`src/logic/mac_pkg.sv`:
```
// shared constants for the multiply-accumulate unit
package mac_pkg;
  localparam int unsigned OPW       = 16;
  localparam int unsigned RESW      = 32;
  localparam logic [2:0] MODE_UMUL  = 3'h0;
  localparam logic [2:0] MODE_UMAC  = 3'h1;
  localparam logic [2:0] MODE_SMUL  = 3'h2;
  localparam logic [2:0] MODE_SMAC  = 3'h3;
  localparam logic [2:0] MODE_RST   = 3'h0;
  // calculation length in machine cycles, never above three
  localparam int unsigned BUSY_FLAG_A_CYC  = 2;
  localparam logic [1:0] BUSY_FLAG_A_LAST  = 2'h1;
  localparam logic [31:0] RES_RST   = 32'h0000_0000;
  localparam logic [15:0] OPD_RST   = 16'h0000;
  // status vector bit positions
  localparam int unsigned ST_BUSY   = 0;
  localparam int unsigned ST_OVF    = 1;
  localparam int unsigned ST_CARRY  = 2;
  localparam int unsigned ST_SIGN   = 3;
  localparam int unsigned ST_ZERO   = 4;
  localparam int unsigned ST_W      = 5;
  localparam logic [4:0] ST_RST     = 5'h00;
endpackage

```
`src/logic/mac_arith.sv`:
```
// combinational product and sum with flag terms
`timescale 1ns/10ps
module mac_arith
(
  // operands
  input  wire logic [15:0] multiplierVal,
  input  wire logic [15:0] multiplicandVal,
  input  wire logic [31:0] addendVal,
  input  wire logic [2:0]  modeSel,
  // outcome
  output logic      [31:0] sumVal,
  output logic             ovfTerm,
  output logic             carryTerm
);
  logic        signedOp;
  logic        accum;
  logic [31:0] prod;
  logic [32:0] wide;

  always_comb
  begin
    signedOp = modeSel[1];
    accum    = modeSel[0];
    // operands widened first so no tool can keep a 16-bit product
    if (signedOp)
      prod = $signed({{16{multiplierVal[15]}}, multiplierVal})
           * $signed({{16{multiplicandVal[15]}}, multiplicandVal});
    else
      prod = {16'h0000, multiplierVal} * {16'h0000, multiplicandVal};
    wide = {1'b0, prod} + {1'b0, (accum ? addendVal : 32'h0000_0000)};
    sumVal = wide[31:0];
    carryTerm = accum & wide[32];
    // overflow only when like signs give an unlike sum
    ovfTerm = accum & signedOp & (prod[31] == addendVal[31])
            & (wide[31] != prod[31]);
  end
endmodule

```
`src/logic/mac_unit.sv`:
```
// top of the 16x16 multiply and multiply-accumulate unit
// Operation
// - mode 000: unsigned 16x16 multiply, unsigned 32-bit product.
// - multiplier, low then high multiplicand; high write starts, replaces result.
// - mode 010: bit 15 of each operand is sign, signed multiply.
// - signed multiply: result bit 31 set when operand signs differ.
// - mode 001: unsigned product plus addend stored as result.
// - after each accumulate the result is copied into the addend.
// - an addend write also changes the result.
// - result-clear zeroes result and addend.
// - mode 011: signed product plus signed addend, signed sum.
// - signed accumulate: bit 31 is sum sign, inverted on overflow.
// - flags update only at completion or result-clear; reading status never alters them. Disabling the unit also clears them.
// - busy reads one only while calculating.
// - overflow on like-sign sum sign change in signed accumulate, else 0.
// - carry out of bit 31 in accumulate, else zero.
// - sign flag equals result bit 31; addend writes leave it.
// - zero flag when a completed result is all zero; result-clear drops it, addend writes leave it.
// - full unsigned or two's-complement operand and result ranges.
// - unit works only while enabled, stays enabled until cleared.
// - result-clear taken only when idle, self-clears after one cycle.
// - next operands may each be written once during a calculation.
`timescale 1ns/10ps
module mac_unit
(
  // clock and reset
  input  wire logic        clk_sys,
  input  wire logic        rst,
  // command bits
  input  wire logic        unitEnableBit,
  input  wire logic [2:0]  arithModeSel,
  input  wire logic        resultClearBit,
  // operand writes, one-cycle strobes with data
  input  wire logic        multiplierLowWr,
  input  wire logic        multiplierHighWr,
  input  wire logic        multiplicandLowWr,
  input  wire logic        multiplicandHighWr,
  input  wire logic [7:0]  wrData,
  // addend write, whole word
  input  wire logic        addendWr,
  input  wire logic [31:0] addendData,
  // results and status
  output logic      [31:0] resultVal,
  output logic      [15:0] multiplierVal,
  output logic      [15:0] multiplicandVal,
  output logic             resultClearEcho,
  output logic             busyFlagA,
  output logic             overflowFlag,
  output logic             carryOutFlag,
  output logic             signFlag,
  output logic             zeroResultFlag
);
  typedef enum logic [0:0] {MAC_IDLE, MAC_BUSY_FLAG_A} mac_state_e;

  mac_state_e  state_r;
  logic [1:0]  cnt_r;
  logic [15:0] mplr_r;
  logic [15:0] mcnd_r;
  logic [7:0]  mcndLow_r;
  logic        lowSeen_r;
  logic [15:0] opA_r;
  logic [15:0] opB_r;
  logic [2:0]  mode_r;
  logic [31:0] addend_r;
  logic [31:0] result_r;
  logic [4:0]  status_r;
  logic        clrEcho_r;
  logic        pend_r;
  logic [31:0] sumVal;
  logic        ovfTerm;
  logic        carryTerm;
  logic        startNow;
  logic        doneNow;
  logic        clrTake;

  ////////////////////////////////////////////////////////////////////////////
  // arithmetic datapath

  mac_arith u_arith
  (
    .multiplierVal   (opA_r),
    .multiplicandVal (opB_r),
    .addendVal       (addend_r),
    .modeSel         (mode_r),
    .sumVal          (sumVal),
    .ovfTerm         (ovfTerm),
    .carryTerm       (carryTerm)
  );

  ////////////////////////////////////////////////////////////////////////////
  // control decode

  // a high byte counts only after its low byte was written
  assign startNow = unitEnableBit & multiplicandHighWr & lowSeen_r;
  assign doneNow  = (state_r == MAC_BUSY_FLAG_A) && (cnt_r == mac_pkg::BUSY_FLAG_A_LAST);
  // clear refused while calculating
  assign clrTake  = unitEnableBit & resultClearBit & ~clrEcho_r
                  & (state_r == MAC_IDLE) & ~pend_r;

  ////////////////////////////////////////////////////////////////////////////
  // operand registers

  // operand writes accepted only while enabled; disable initialises
  always_ff @(posedge clk_sys)
  begin
    if (rst || !unitEnableBit)
    begin
      mplr_r    <= mac_pkg::OPD_RST;
      mcnd_r    <= mac_pkg::OPD_RST;
      mcndLow_r <= 8'h00;
      lowSeen_r <= 1'b0;
    end
    else
    begin
      if (multiplierLowWr)
        mplr_r[7:0] <= wrData;
      if (multiplierHighWr)
        mplr_r[15:8] <= wrData;
      if (multiplicandLowWr)
      begin
        mcndLow_r   <= wrData;
        mcnd_r[7:0] <= wrData;
        lowSeen_r   <= 1'b1;
      end
      else if (multiplicandHighWr)
        lowSeen_r <= 1'b0;
      // a lone high byte is not stored
      if (startNow)
        mcnd_r <= {wrData, mcndLow_r};
    end
  end

  ////////////////////////////////////////////////////////////////////////////
  // sequencer

  // operands are latched at start, so the next set may be loaded once
  // while this one runs; a start during a run is held pending
  always_ff @(posedge clk_sys)
  begin
    if (rst || !unitEnableBit)
    begin
      state_r <= MAC_IDLE;
      cnt_r   <= 2'h0;
      opA_r   <= mac_pkg::OPD_RST;
      opB_r   <= mac_pkg::OPD_RST;
      mode_r  <= mac_pkg::MODE_RST;
      pend_r  <= 1'b0;
    end
    else
    begin
      case (state_r)
        MAC_IDLE:
        begin
          if (startNow || pend_r)
          begin
            state_r <= MAC_BUSY_FLAG_A;
            cnt_r   <= 2'h0;
            opA_r   <= mplr_r;
            opB_r   <= startNow ? {wrData, mcndLow_r} : mcnd_r;
            mode_r  <= arithModeSel;
            pend_r  <= 1'b0;
          end
        end
        MAC_BUSY_FLAG_A:
        begin
          // fixed length well inside the three-cycle budget
          if (doneNow)
            state_r <= MAC_IDLE;
          else
            cnt_r <= cnt_r + 2'h1;
          if (startNow)
            pend_r <= 1'b1;
        end
        default:
          state_r <= MAC_IDLE;
      endcase
    end
  end

  ////////////////////////////////////////////////////////////////////////////
  // result and addend

  // the sum covers all four modes and full ranges
  // sign bits follow from two's complement
  always_ff @(posedge clk_sys)
  begin
    if (rst || !unitEnableBit || clrTake)
    begin
      result_r <= mac_pkg::RES_RST;
      addend_r <= mac_pkg::RES_RST;
    end
    else if (doneNow)
    begin
      result_r <= sumVal;
      if (mode_r[0])
        addend_r <= sumVal;
    end
    else if (addendWr && state_r == MAC_IDLE)
    begin
      // the result register mirrors the new addend
      addend_r <= addendData;
      result_r <= addendData;
    end
  end

  ////////////////////////////////////////////////////////////////////////////
  // status flags

  // flags move only at completion, clear or disable; addend writes leave them
  always_ff @(posedge clk_sys)
  begin
    if (rst || !unitEnableBit || clrTake)
      status_r[mac_pkg::ST_ZERO:mac_pkg::ST_OVF] <= 4'h0;
    else if (doneNow)
    begin
      status_r[mac_pkg::ST_OVF]   <= ovfTerm;
      status_r[mac_pkg::ST_CARRY] <= carryTerm;
      status_r[mac_pkg::ST_SIGN]  <= sumVal[31];
      status_r[mac_pkg::ST_ZERO]  <= (sumVal == 32'h0000_0000);
    end
  end

  // busy high from the cycle after start until completion
  always_ff @(posedge clk_sys)
  begin
    if (rst || !unitEnableBit)
      status_r[mac_pkg::ST_BUSY] <= 1'b0;
    else if (startNow || pend_r)
      status_r[mac_pkg::ST_BUSY] <= 1'b1;
    else if (doneNow)
      status_r[mac_pkg::ST_BUSY] <= 1'b0;
  end

  // the clear bit echoes for one cycle, then drops by itself
  always_ff @(posedge clk_sys)
  begin
    if (rst)
      clrEcho_r <= 1'b0;
    else
      clrEcho_r <= clrTake;
  end

  ////////////////////////////////////////////////////////////////////////////
  // outputs

  always_ff @(posedge clk_sys)
  begin
    if (rst)
    begin
      resultVal       <= mac_pkg::RES_RST;
      multiplierVal   <= mac_pkg::OPD_RST;
      multiplicandVal <= mac_pkg::OPD_RST;
      resultClearEcho <= 1'b0;
    end
    else
    begin
      resultVal       <= result_r;
      multiplierVal   <= mplr_r;
      multiplicandVal <= mcnd_r;
      resultClearEcho <= clrEcho_r;
    end
  end

  always_ff @(posedge clk_sys)
  begin
    if (rst)
    begin
      busyFlagA      <= 1'b0;
      overflowFlag   <= 1'b0;
      carryOutFlag   <= 1'b0;
      signFlag       <= 1'b0;
      zeroResultFlag <= 1'b0;
    end
    else
    begin
      // busy shown at once with the start so software never sees a gap
      busyFlagA      <= status_r[mac_pkg::ST_BUSY] | startNow | pend_r;
      overflowFlag   <= status_r[mac_pkg::ST_OVF];
      carryOutFlag   <= status_r[mac_pkg::ST_CARRY];
      signFlag       <= status_r[mac_pkg::ST_SIGN];
      zeroResultFlag <= status_r[mac_pkg::ST_ZERO];
    end
  end
endmodule

```
`config.mk`:
```
export PLATFORM = sky130hd
export DESIGN_NAME = mac_unit
export DESIGN_NICKNAME = d
export VERILOG_FILES = /design/src/logic/mac_pkg.sv /design/src/logic/mac_arith.sv /design/src/logic/mac_unit.sv
export SDC_FILE = /design/constraint.sdc
export NUM_CORES = 1
export LEC_CHECK = 0
export BUFFER_PORTS_ARGS = -buffer_cell sky130_fd_sc_hd__buf_2
export CORE_MARGIN = 2
export CORE_UTILIZATION = 65
export CTS_CLUSTER_SIZE = 8
export DETAILED_ROUTE_END_ITERATION = 10
export PLACE_DENSITY = 0.95
export SLEW_MARGIN = 10
export SYNTH_ARGS = -nofsm -noshare
export SYNTH_HDL_FRONTEND = slang
export SYNTH_SLANG_ARGS = --single-unit
```
`constraint.sdc`:
```
create_clock -name clk_sys -period 20.3 [get_ports clk_sys]
set_input_delay 3.045 -clock clk_sys [delete_from_list [all_inputs] [get_ports clk_sys]]
set_output_delay 3.045 -clock clk_sys [all_outputs]
set_load 0.05 [all_outputs]
```
==> summary.md <==
| Metric | Value |
|---|---|
| Outcome | `finished, final reports clean` |
| FF+latch area | `4385 sq um` |
| WHS Endpoint | `resultVal[13]$_SDFF_PP0_` |
| Routed WL | `around 66000 um` |
| Most frequent cell after synthesis | `inv_1` |
| Pleak | `12.91 nW` |
| Yosys top cell by area | `fa_1` |
| Register bit total from synthesis | `between 200 and 250` |
| Avg Vias per Cell | `6.113` |
| Hold-fix buffers at CTS | `0` |
| Gpl congestion | `0.9947` |
| Hold WC Path Type | `flip-flop to flip-flop` |
| Root buffer cell | `clkbuf_16` |
| Yosys warns | `0` |
| Worst R2R Setup Slack | `between 10 and 15 ns` |
| Largest net degree at the start of global routing | `84` |
| Fin. Hold Viols | `0` |
| Synth top cells by count | `inv_1 (502), fa_1 (365), nand2_1 (252), dfxtp_1 (219), nor2_1 (194)` |
| Wire per inst | `20.26 um` |
| Iter 0 DRT Violations | `around 1600` |
| Hold Path Stages | `1` |
| Share of the clock period used by the worst path | `0.4864` |
| Fin crit period | `9.873 ns` |
| Std cell rows | `70` |
| Port Buffers | `120` |
| Clock Latency Late Sink | `0.56 ns` |
| Total power draw | `about 0.95 mW` |
| Synthesized cell area | `24340 sq um` |
| # H-tree levels | `1` |
| Final net count | `3399` |
| Post-route setup TNS | `0 ns` |
| Main synth FF type | `dfxtp_1` |
| Multi-input gate area | `17640 sq um` |
| Slew Limit Headroom | `0.2369` |
| Worst setup path class | `flip-flop to flip-flop` |
| Max Slew Vio Count | `0` |
| Share of cells above drive strength 1 | `0.07546` |
| Worst vdd ir | `0.00009733 V` |
| Crit-path slowest cell | `dfxtp_1` |
| Post-Synthesis Cells | `2745` |
| Buf+Inv Stages, Crit Path | `6` |
| Largest cells by area after synthesis | `fa_1 (30%), dfxtp_1 (18%), ha_1 (9.6%)` |
| Layout area overhead | `6.893%` |
| DRC viols | `0` |
| Max FO, Critical Path | `17` |
| Via count | `about 20000` |
| Max cap viols | `0` |
| RR Startpoint | `opB_r[1]$_SDFFE_PP0P_` |
| DP Wirelength | `50580 um` |
| Launch point of the worst path | `opB_r[1]$_SDFFE_PP0P_` |
| Critical path's largest stage delay | `just under 1 ns` |
| Vias in the first global route | `roughly 22000` |
| RSZ-0062 raised after global routing | `no` |
| CTS tree | `done` |
| Number of flops mapped to enable cells by yosys | `0` |
| Die H | `197.5 um` |
| Fill cell instance count of the final layout | `2458` |
| Buffer depth of the longest clock path | `3` |
| Worst-Margin Slew | `around 1.1 ns` |
| Post-CTS Repair Setup Buffers | `0` |
| First-pass GRT wire length | `around 110000 um` |
| Initial antenna violation count | `2` |
| Avg Cell Area, Syn | `8.868 sq um` |
| Crit path arrival time | `between 10 and 15 ns` |
| Full die area | `around 39000 sq um` |
| Net Count, Synth | `3349` |
| Tot GR Track Use | `0.3520` |
| Max Freq | `0.1013 GHz` |
| Final Skew | `0.03539 ns` |
| Worst Hold Launch | `result_r[13]$_SDFFE_PP0P_` |
| Post-cts sizing count | `0` |
| Final setup viols | `0` |
| Global route overflow | `0` |
| Crit-path leading delay family | `adder cells` |
| CTS Sinks | `219` |
| R2R cell count | `28` |
| Die width | `197.5 um` |
| Reg clk slew, reported paths | `0.05 ns` |
| Power Density | `36.66 nW/um^2` |
| CP startpoint kind | `flip-flop` |
| Core area | `36790 sq um` |
| Initial DRT Pass Iterations | `6` |
| Synth top area share | `0.3002` |
| ANT nets after route | `0` |
| Reg2reg end | `status_r[1]$_SDFFE_PP0P_` |
| Register area share after synthesis | `0.1801` |
| Ys async rst share | `0` |
| Total CTS buffers | `31` |
| WP data required | `20.79 ns` |
| Synth unique cells | `73` |
| Crit. End Element | `flip-flop` |
| Initial Util | `0.6617` |
| I/O pins | `122` |
logic make-up (layout without fill, tap and decap cells):
| group | Yosys count | after routing | share of synthesized area |
|---|---|---|---|
| xor gates and xnor gates | 79 | 79 | 0.02842 |
| adders and majority gates | 552 | 552 | 0.3963 |
| DFF | 219 | 219 | 0.1801 |
| muxes | 67 | 67 | 0.02796 |
| AOI/OAI and AO/OA | 406 | 406 | 0.1112 |
| buffers and inverters | 620 | 671 | 0.09566 |
| other | 0 | 2 | 0 |
| and+or+nand+nor | 802 | 802 | 0.1604 |
layout make-up:
class,count,share of cell area
Clock inverter,2,0.0005289
Inverter,502,0.07242
Multi-Input combinational cell,1906,0.6781
Tap cell,468,0.02250
Antenna cell,2,0.0001923
Sequential cell,219,0.1685
Clock buffer,32,0.03034
Timing Repair Buffer,135,0.02741
where the power goes:
group	total, mW	leakage (nW)	switching [mW]	internal, mW
Combinational	0.0608	10.7	0.0423	0.0185
Sequential	0.447	1.77	0.00711	0.440
Clock	0.446	0.398	0.177	0.269
layer usage:
metal,GRT usage,part of all wire,up-vias
met5,0,0.00021,-
met4,0.1777,0.054,2
met3,0.06386,0.088,321
met2,0.6123,0.49,1166
met1,0.4197,0.36,9727
li1,-,-,8750
sequential cells by signal, indices dropped and copies added, names as in the netlist, 2 cells and up:
signal           flops
mcndLow_r            8
mcnd_r              16
multiplierVal       16
status_r             5
addend_r            32
multiplicandVal     16
cnt_r                2
mode_r               2
result_r            32
opB_r               16
resultVal           32
opA_r               16
mplr_r              16
worst register-to-register path, delay by kind of cell, from the launching register on:
| family | cells | cell delay, ns |
|---|---|---|
| XOR/XNOR | 1 | 0.40 |
| adder cells (fa/ha/maj) | 8 | 3.93 |
| AO/OA/AOI/OAI | 5 | 2.26 |
| buffers and inverters | 6 | 0.38 |
| AND/OR/NAND/NOR | 7 | 1.70 |
| flip-flops | 1 | 0.99 |
| multiplexers | 1 | 0.17 |
metrics by stage:
step | hold slack, ns | utilization | instances | instance area, sq um | setup slack [ns]
2_1_floorplan | 0.4248 | - | 2745 | 24340 | 12.28
4_1_cts | 0.4607 | 0.7072 | 3264 | 26020 | 10.54
6_report | 0.4581 | 0.7073 | 3266 | 26020 | 10.43
3_3_place_gp | 0.4456 | 0.6854 | 3230 | 25210 | 11.12
5_1_grt | 0.4805 | 0.7072 | 3264 | 26020 | 9.931
3_5_place_dp | 0.4528 | 0.6854 | 3230 | 25210 | 10.71
worst max-delay path by stage:
stage | cells after the start | end
2_1_floorplan | 32 | status_r[4]$_SDFFE_PP0P_
3_3_place_gp | 32 | status_r[4]$_SDFFE_PP0P_
3_5_place_dp | 28 | status_r[4]$_SDFFE_PP0P_
4_1_cts | 28 | status_r[1]$_SDFFE_PP0P_
5_1_grt | 28 | addend_r[31]$_SDFFE_PP0P_
6_report | 28 | status_r[1]$_SDFFE_PP0P_
placed cells by master, fill, tap and decap left out, drive strengths merged, types with 7 or more instances in the layout:
cell type	count
o21a	15
dfxtp	219
and3	9
nor2	194
clkbuf	32
fa	365
nor3	20
nand3	24
o2111ai	10
a21o	41
nand2b	16
buf	135
a211oi	76
xor2	23
inv	503
o31ai	7
o21ai	64
or2	8
nand4	8
nor2b	80
mux2	8
nand2	252
o21bai	8
a21oi	124
mux2i	59
ha	187
or3	15
xnor2	56
and2	158
a311oi	10
Power figures use the tool's default switching activity.
